[src/rtl/abx_pkg.sv]
// constants and types for the alu and branch execute block
// What this block does
// - add registers, optional carry, full flags
// - subtract register or constant, full flags
// - subtract operand and carry, full flags
// - and/or/xor update zero, negative, overflow
// - set-bits ors mask, updates three flags
// - clear-bits ands with ff minus mask
// - test ands register with itself, flags
// - compare subtracts, no store, five flags
// - equal registers skip next, one/two clocks
// - register bit match skips next instruction
// - io bit match skips next instruction
// - any status bit branches to pc+k+1
// - zero flag branches equal / not equal
// - carry branches set or clear
// - same-or-higher on c=0, lower on c=1
// - signed branches test n xor v
// - half-carry branches set or clear
// - transfer flag branches set or clear
// - overflow branches set or clear
// - interrupt-enabled branch when i is one
package abx_pkg;
   // datapath widths
   localparam int DW     = 8;
   localparam int PCW    = 12;                  // program counter width, plain default
   localparam int KW     = 7;                   // signed branch offset width
   localparam int AW     = 6;                   // register port address width
   // register port map
   localparam logic [AW-1:0] STATUS_ADDR  = 6'h3F;
   localparam logic [DW-1:0] STATUS_RESET = 8'h00;
   localparam logic [DW-1:0] ALL_ONES     = 8'hFF;
   // status bit positions
   localparam int FC = 0;
   localparam int FZ = 1;
   localparam int FN = 2;
   localparam int FV = 3;
   localparam int FS = 4;
   localparam int FH = 5;
   localparam int FT = 6;
   localparam int FI = 7;
   // skip distances in words
   localparam logic [PCW-1:0] STEP_ONE   = 12'h001;
   localparam logic [PCW-1:0] STEP_SHORT = 12'h002;
   localparam logic [PCW-1:0] STEP_LONG  = 12'h003;
   // operations accepted on op_i
   typedef enum logic [5:0] {
      OP_ADD        = 6'h00, OP_ADD_CARRY  = 6'h01,
      OP_SUB        = 6'h02, OP_SUB_IMM    = 6'h03,
      OP_SUB_BORROW = 6'h04, OP_SUB_IMM_BW = 6'h05,
      OP_AND        = 6'h06, OP_AND_IMM    = 6'h07,
      OP_OR         = 6'h08, OP_OR_IMM     = 6'h09,
      OP_XOR        = 6'h0A, OP_SET_MASK   = 6'h0B,
      OP_CLR_MASK   = 6'h0C, OP_TEST       = 6'h0D,
      OP_CMP        = 6'h0E, OP_CMP_CARRY  = 6'h0F,
      OP_CMP_IMM    = 6'h10, OP_CMP_SKIP   = 6'h11,
      OP_SKIP_RB_CL = 6'h12, OP_SKIP_RB_ST = 6'h13,
      OP_SKIP_IO_CL = 6'h14, OP_SKIP_IO_ST = 6'h15,
      OP_BR_FLAG_ST = 6'h16, OP_BR_FLAG_CL = 6'h17,
      OP_BR_EQ      = 6'h18, OP_BR_NE      = 6'h19,
      OP_BR_C_SET   = 6'h1A, OP_BR_C_CLR   = 6'h1B,
      OP_BR_SAME_HI = 6'h1C, OP_BR_LOWER   = 6'h1D,
      OP_BR_SGE     = 6'h1E, OP_BR_SLT     = 6'h1F,
      OP_BR_H_SET   = 6'h20, OP_BR_H_CLR   = 6'h21,
      OP_BR_T_SET   = 6'h22, OP_BR_T_CLR   = 6'h23,
      OP_BR_V_SET   = 6'h24, OP_BR_V_CLR   = 6'h25,
      OP_BR_IRQ_EN  = 6'h26
   } abx_op_type;
   // sequencer states
   typedef enum logic [0:0] {
      ST_IDLE   = 1'b0,
      ST_SECOND = 1'b1
   } abx_state_type;
endpackage

[src/rtl/abx_exec.sv]
// alu, compare, skip and branch execute unit with its status flags
`timescale 1ns/100ps
module abx_exec
   import abx_pkg::*;
(
   input  wire logic             clk_i,
   input  wire logic             resetn_i,
   input  wire logic             start_i,          // one-cycle instruction issue
   input  wire abx_op_type       op_i,             // operation to execute
   input  wire logic [DW-1:0]    dst_i,            // destination register value
   input  wire logic [DW-1:0]    src_i,            // source register value
   input  wire logic [DW-1:0]    imm_i,            // immediate constant or mask
   input  wire logic [2:0]       sel_i,            // bit or status flag select
   input  wire logic             io_bit_i,         // selected io register bit
   input  wire logic [KW-1:0]    offset_i,         // signed branch offset
   input  wire logic [PCW-1:0]   pc_i,             // address of this instruction
   input  wire logic             next_two_word_i,  // following instruction is two words
   input  wire logic [AW-1:0]    reg_addr_i,
   input  wire logic [DW-1:0]    reg_wdata_i,
   input  wire logic             reg_wr_i,
   input  wire logic             reg_rd_i,
   output logic      [DW-1:0]    reg_rdata_o,
   output logic      [DW-1:0]    result_o,         // value to write back
   output logic                  result_we_o,      // write back pulse
   output logic      [PCW-1:0]   pc_o,             // next program counter
   output logic                  done_o,           // instruction finished pulse
   output logic                  busy_o,           // second clock of a taken redirect
   output logic      [DW-1:0]    flags_o           // status flags
);

   logic [DW-1:0]    status_r;        // status flags register
   abx_state_type    state_r;         // sequencer
   logic             accept;          // start taken this cycle
   // operand steering
   logic             use_imm;         // second operand is the constant
   logic             use_cin;         // carry flag enters the operation
   logic [DW-1:0]    opb;             // second operand
   logic             cin;             // carry or borrow in
   // arithmetic
   logic [DW:0]      sum9;            // 9-bit sum, msb is carry out
   logic [4:0]       sumh;            // low nibble sum, msb is half carry
   logic [DW:0]      dif9;            // 9-bit difference, msb is borrow
   logic [4:0]       difh;            // low nibble difference
   // result and flags
   logic [DW-1:0]    res;             // alu result
   logic             res_we;          // result is stored
   logic [DW-1:0]    flags_nxt;       // updated status flags
   // program flow
   logic             redirect;        // skip or branch taken
   logic             is_flow;         // op is a skip or branch
   logic [PCW-1:0]   pc_nxt;          // next program counter
   logic [PCW-1:0]   k_ext;           // sign extended offset
   logic             cond;            // selected condition bit
   logic             want;            // value of cond that redirects

   // a new instruction is only taken while idle; issue during busy is ignored
   assign accept = start_i && (state_r == ST_IDLE);

   // choose the second operand and whether carry takes part
   always_comb begin
      use_imm = 1'b0;
      use_cin = 1'b0;
      unique case (op_i)
         OP_ADD_CARRY, OP_SUB_BORROW, OP_CMP_CARRY: begin
            use_cin = 1'b1;
         end
         OP_SUB_IMM_BW: begin
            use_imm = 1'b1;
            use_cin = 1'b1;
         end
         OP_SUB_IMM, OP_AND_IMM, OP_OR_IMM, OP_SET_MASK, OP_CLR_MASK, OP_CMP_IMM: begin
            use_imm = 1'b1;
         end
         default: begin
            use_imm = 1'b0;   // register forms and flow ops
         end
      endcase
   end

   assign opb = use_imm ? imm_i : src_i;
   assign cin = use_cin & status_r[FC];

   // shared adder and subtractor; carry out and half carry come from the top bits
   assign sum9 = {1'b0, dst_i} + {1'b0, opb} + {8'h00, cin};
   assign sumh = {1'b0, dst_i[3:0]} + {1'b0, opb[3:0]} + {4'h0, cin};
   assign dif9 = {1'b0, dst_i} - {1'b0, opb} - {8'h00, cin};
   assign difh = {1'b0, dst_i[3:0]} - {1'b0, opb[3:0]} - {4'h0, cin};

   // result and flag update; flags not named by the op keep their value
   always_comb begin
      res       = dst_i;
      res_we    = 1'b0;
      flags_nxt = status_r;
      unique case (op_i)
         OP_ADD, OP_ADD_CARRY: begin
            res           = sum9[DW-1:0];
            res_we        = 1'b1;
            flags_nxt[FC] = sum9[DW];
            flags_nxt[FH] = sumh[4];
            flags_nxt[FV] = (dst_i[7] & opb[7] & ~res[7]) | (~dst_i[7] & ~opb[7] & res[7]);
            flags_nxt[FN] = res[7];
            flags_nxt[FZ] = (res == 8'h00);
         end
         OP_SUB, OP_SUB_IMM, OP_SUB_BORROW, OP_SUB_IMM_BW,
         OP_CMP, OP_CMP_CARRY, OP_CMP_IMM: begin
            res           = dif9[DW-1:0];
            // compares only set flags, the destination is left alone
            res_we        = (op_i != OP_CMP) && (op_i != OP_CMP_CARRY) && (op_i != OP_CMP_IMM);
            flags_nxt[FC] = dif9[DW];
            flags_nxt[FH] = difh[4];
            flags_nxt[FV] = (dst_i[7] & ~opb[7] & ~res[7]) | (~dst_i[7] & opb[7] & res[7]);
            flags_nxt[FN] = res[7];
            flags_nxt[FZ] = (res == 8'h00);
         end
         OP_AND, OP_AND_IMM, OP_OR, OP_OR_IMM, OP_XOR,
         OP_SET_MASK, OP_CLR_MASK, OP_TEST: begin
            unique case (op_i)
               OP_AND, OP_AND_IMM: res = dst_i & opb;
               OP_OR, OP_OR_IMM:   res = dst_i | opb;
               OP_XOR:             res = dst_i ^ opb;
               OP_SET_MASK:        res = dst_i | opb;
               OP_CLR_MASK:        res = dst_i & (ALL_ONES - opb);
               default:            res = dst_i & dst_i;
            endcase
            // carry and half carry are not touched by logic ops
            res_we        = (op_i != OP_TEST);
            flags_nxt[FV] = 1'b0;
            flags_nxt[FN] = res[7];
            flags_nxt[FZ] = (res == 8'h00);
         end
         default: begin
            res    = dst_i;   // skips and branches change no flag
            res_we = 1'b0;
         end
      endcase
   end

   // pick the condition bit and the polarity that redirects
   always_comb begin
      cond    = 1'b0;
      want    = 1'b1;
      is_flow = 1'b1;
      unique case (op_i)
         OP_CMP_SKIP: cond = (dst_i == src_i);
         OP_SKIP_RB_CL: begin
            cond = dst_i[sel_i];
            want = 1'b0;
         end
         OP_SKIP_RB_ST: cond = dst_i[sel_i];
         OP_SKIP_IO_CL: begin
            cond = io_bit_i;
            want = 1'b0;
         end
         OP_SKIP_IO_ST: cond = io_bit_i;
         OP_BR_FLAG_ST: cond = status_r[sel_i];
         OP_BR_FLAG_CL: begin
            cond = status_r[sel_i];
            want = 1'b0;
         end
         OP_BR_EQ: cond = status_r[FZ];
         OP_BR_NE: begin
            cond = status_r[FZ];
            want = 1'b0;
         end
         OP_BR_C_SET: cond = status_r[FC];
         OP_BR_C_CLR: begin
            cond = status_r[FC];
            want = 1'b0;
         end
         OP_BR_LOWER: cond = status_r[FC];
         OP_BR_SAME_HI: begin
            cond = status_r[FC];
            want = 1'b0;
         end
         OP_BR_SLT: cond = status_r[FN] ^ status_r[FV];
         OP_BR_SGE: begin
            cond = status_r[FN] ^ status_r[FV];
            want = 1'b0;
         end
         OP_BR_H_SET: cond = status_r[FH];
         OP_BR_H_CLR: begin
            cond = status_r[FH];
            want = 1'b0;
         end
         OP_BR_T_SET: cond = status_r[FT];
         OP_BR_T_CLR: begin
            cond = status_r[FT];
            want = 1'b0;
         end
         OP_BR_V_SET: cond = status_r[FV];
         OP_BR_V_CLR: begin
            cond = status_r[FV];
            want = 1'b0;
         end
         OP_BR_IRQ_EN: cond = status_r[FI];
         default: begin
            is_flow = 1'b0;   // alu ops never redirect
         end
      endcase
   end

   assign redirect = is_flow && (cond == want);
   assign k_ext    = {{(PCW-KW){offset_i[KW-1]}}, offset_i};

   // next address: skips step over one or two words, branches add k+1
   always_comb begin
      pc_nxt = pc_i + STEP_ONE;
      if (redirect) begin
         if (op_i == OP_CMP_SKIP || op_i == OP_SKIP_RB_CL || op_i == OP_SKIP_RB_ST ||
             op_i == OP_SKIP_IO_CL || op_i == OP_SKIP_IO_ST) begin
            pc_nxt = next_two_word_i ? pc_i + STEP_LONG : pc_i + STEP_SHORT;
         end else begin
            pc_nxt = pc_i + k_ext + STEP_ONE;
         end
      end
   end

   // sequencer: a taken skip or branch holds one extra clock
   always_ff @(posedge clk_i or negedge resetn_i) begin
      if (!resetn_i) begin
         state_r <= ST_IDLE;
      end else begin
         unique case (state_r)
            ST_IDLE: begin
               if (accept && redirect) begin
                  state_r <= ST_SECOND;
               end
            end
            ST_SECOND: begin
               state_r <= ST_IDLE;
            end
         endcase
      end
   end

   // completion pulse: one clock after issue, or two when redirected
   always_ff @(posedge clk_i or negedge resetn_i) begin
      if (!resetn_i) begin
         done_o <= 1'b0;
         busy_o <= 1'b0;
      end else begin
         done_o <= (accept && !redirect) || (state_r == ST_SECOND);
         busy_o <= accept && redirect;
      end
   end

   // write back and program counter, captured at issue
   always_ff @(posedge clk_i or negedge resetn_i) begin
      if (!resetn_i) begin
         result_o    <= 8'h00;
         result_we_o <= 1'b0;
         pc_o        <= 12'h000;
      end else begin
         result_we_o <= accept && res_we;
         if (accept) begin
            result_o <= res;
            pc_o     <= pc_nxt;
         end
      end
   end

   // status flags: execution update wins over a software write in the same cycle,
   // so a flag the alu just produced is never lost
   always_ff @(posedge clk_i or negedge resetn_i) begin
      if (!resetn_i) begin
         status_r <= STATUS_RESET;
      end else if (accept) begin
         status_r <= flags_nxt;
      end else if (reg_wr_i && reg_addr_i == STATUS_ADDR) begin
         status_r <= reg_wdata_i;
      end
   end

   // flag output mirrors the register
   always_ff @(posedge clk_i or negedge resetn_i) begin
      if (!resetn_i) begin
         flags_o <= STATUS_RESET;
      end else if (accept) begin
         flags_o <= flags_nxt;
      end else if (reg_wr_i && reg_addr_i == STATUS_ADDR) begin
         flags_o <= reg_wdata_i;
      end
   end

   // read port: data the cycle after the strobe, zero for unmapped addresses
   always_ff @(posedge clk_i or negedge resetn_i) begin
      if (!resetn_i) begin
         reg_rdata_o <= 8'h00;
      end else if (reg_rd_i) begin
         reg_rdata_o <= (reg_addr_i == STATUS_ADDR) ? status_r : 8'h00;
      end else begin
         reg_rdata_o <= 8'h00;
      end
   end

endmodule // abx_exec

[config.mk]
export PLATFORM = sky130hd
export DESIGN_NAME = abx_exec
export DESIGN_NICKNAME = d
export VERILOG_FILES = /design/src/rtl/abx_pkg.sv /design/src/rtl/abx_exec.sv
export SDC_FILE = /design/constraint.sdc
export NUM_CORES = 1
export LEC_CHECK = 0
export BUFFER_PORTS_ARGS = -buffer_cell sky130_fd_sc_hd__buf_2
export CORE_ASPECT_RATIO = 1.25
export CORE_UTILIZATION = 35
export DETAILED_ROUTE_END_ITERATION = 8
export GPL_ROUTABILITY_DRIVEN = 0
export SLEW_MARGIN = 15
export SYNTH_ARGS = -nofsm -noshare
export SYNTH_HDL_FRONTEND = slang
export SYNTH_SLANG_ARGS = --single-unit
export TNS_END_PERCENT = 50
[constraint.sdc]
create_clock -name clk_i -period 4.7 [get_ports clk_i]
set_clock_uncertainty 0.2 [all_clocks]
set_input_delay 0.94 -clock clk_i [delete_from_list [all_inputs] [get_ports clk_i]]
set_output_delay 0.94 -clock clk_i [all_outputs]
set_load 0.005 [all_outputs]
==> metrics.cfg <==
[routing]
vias=5650
avgViaCountPerCell=5.52
drtPass1Iterations=5
wl_per_cell_um=17.3
detail_route.iter0.violations=337
drt_wl_total_um=17700
ant_nets=0
route.detailed.drc=0

[yosys]
post_synth_num_cell_types=79
synth-warning-count=0
synth_edf_count=0
syn_area_um2=5410
synth-seq-cells=48
synthCells=679
async_reset_ff_frac=1.00
syn-num-nets=800
syn_area_per_cell_um2=7.96
synthFlopType=dfrtp_1
ys_seq_area_frac=0.222

[setup_path]
r2r_cells=13
start_kind=primary input
critPathKind=in2reg
critPathArrivalTime_ps=4490
end_kind=register
required_ps=4670
crit_fanout=5

[global_route]
grt_use_total=0.218
grt_max_degree=37
grt_pass1_vias=5271
grt_pass1_wl_um=27100
overflow=0
grt_antenna_before_repair=1

[place]
dp_cells=1012
dpl_cell_area_um2=6590
io_buffers=111
dp_hpwl_um=14200

[sta]
period_share=0.961
fin_crit_ps=4520
relSlewSlack=0.525
fmax_ghz=0.221
setup_violations=0
hold_violations=0
tightest_slew_ps=710
slew_violations=0
whs_ps=273

[power_and_ir_drop]
leakage_nw=3.24
power.density_nw_per_um2=241
ir_drop_v=0.000137

[cells_and_area]
finalInstanceArea_um2=6870
drive_gt1_frac=0.284
final_common_cell=buf_2
area_delta_synth_final_pct=27.1
final_cells=1023
antenna_cells=0
layout_common_cells=buf_2 (111), nand2_1 (78), buf_4 (75)
nets=962

[floorplanning]
coreArea_um2=15000
initial_core_util=0.360
die_w_um=113
floorplan.rows=50
io_pins=112
dieHeight_um=141
dieArea_um2=16000

[outcome]
status=finished, final reports clean

[flow_run]
max-cap-violations=0

[clock_network]
clk_latency_ps=290
cts_root_buffer=clkbuf_16
cts_tree=built
cts.sinks=48
clkTransAtPathRegs_ps=60
cts_buffers=5
cts_max_path_buffers=2
cts_hold_buf=0
htree_levels=2

[min_path]
hold_path_class=reg2reg
holdPathStages=2

[cell usage after synthesis (all sizes together), types with 9 or more instances]
master / instances / share of area
a21o: 12 / 0.017
o21ai: 29 / 0.028
ha: 44 / 0.10
nand2b: 11 / 0.013
a211oi: 11 / 0.016
xnor2: 22 / 0.036
mux2: 10 / 0.021
buf: 10 / 0.016
clkbuf: 22 / 0.015
inv: 37 / 0.026
o211ai: 11 / 0.016
nand3: 24 / 0.025
nor3: 16 / 0.015
a31oi: 11 / 0.013
and3: 13 / 0.015
dfrtp: 48 / 0.22
a21oi: 32 / 0.030
xor2: 23 / 0.037
nor2: 70 / 0.049
nand2: 78 / 0.054
mux2i: 15 / 0.028
nor2b: 9 / 0.010
[routing by layer]
metal | track usage | share of wire | vias to the layer above
met5 | 0 | 0 | -
met2 | 0.397 | 0.50 | 169
met3 | 0.0262 | 0.051 | 28
li1 | - | - | 2779
met4 | 0.0693 | 0.026 | 0
met1 | 0.266 | 0.42 | 2674
[state kept, by name, indices dropped and copies added, names as in the netlist]
name and count:
busy_o 1, reg_rdata_o 8, done_o 1, state_r 1, result_we_o 1, status_r 8, pc_o 12, flags_o 8
result_o 8
[where the power goes]
part           leakage [nW]  internal, mW  switching (mW)  total, mW
Combinational          2.56         0.362           0.399      0.761
Sequential            0.603         0.476          0.0530      0.529
Clock                0.0729         0.210           0.153      0.363
Total                  3.24          1.05           0.606       1.65
[path summary, 6_finish.rpt]
check                                  from              to  slack [ps]
max in group asynchronous          resetn_i         pc_o[4]        3090
worst max-delay path                op_i[2]     status_r[3]         180
worst max register to register  status_r[0]     status_r[3]        1100
min in group asynchronous          resetn_i  reg_rdata_o[5]         470
worst min register to register      pc_o[2]         pc_o[2]         270
worst min-delay path                pc_o[2]         pc_o[2]         270
[per-stage QoR]
step	TNS [ps]	util	total power [mW]	setup slack (ps)
finish	0	0.458	1.65	181
global route	-10.1	0.458	1.76	-5.97
CTS	0	0.449	1.64	58.4
detailed placement	-2640	0.439	1.27	-374
global placement	-2200	0.439	1.26	-287
floorplan	0	-	0.950	42.1
[repair_timing]
item,in CTS,in global routing
pin swaps,0,11
gates resized for setup,1,18
endpoints found under the setup margin,2,8
buffers inserted,0,3
gates cloned,0,1
[critical path: stages]
cell	delay [ps]
buf_2	110
buf_4	140
o21ba_2	200
o211a_4	240
buf_4	140
o21a_2	230
buf_4	150
mux2i_1	300
ha_1	300
inv_1	70
ha_1	280
nand2_1	80
o21ai_0	130
nor3_4	260
mux2_4	320
a222oi_1	310
o21ai_1	140
a21o_1	160
[area by class of cell]
| class | count | area (um2) |
|---|---|---|
| Timing Repair Buffer | 186 | 1120 |
| Clock buffer | 6 | 139 |
| Sequential cell | 48 | 1200 |
| Tap cell | 182 | 228 |
| Inverter | 38 | 143 |
| Clock inverter | 1 | 8.76 |
| Multi-Input combinational cell | 562 | 4040 |
| Fill cell | 1567 | 8140 |
[cells by family (layout without fill, tap and decap cells)]
family / Yosys count / after routing / synth area share
xor gates and xnor gates: 45 / 45 / 0.0729
adders and majority gates: 48 / 48 / 0.117
DFF: 48 / 48 / 0.222
muxes: 29 / 29 / 0.0660
buffers and inverters: 70 / 231 / 0.0574
and+or+nand+nor: 268 / 268 / 0.243
AOI/OAI and AO/OA: 171 / 172 / 0.221
(Power assumes the default switching activity.)
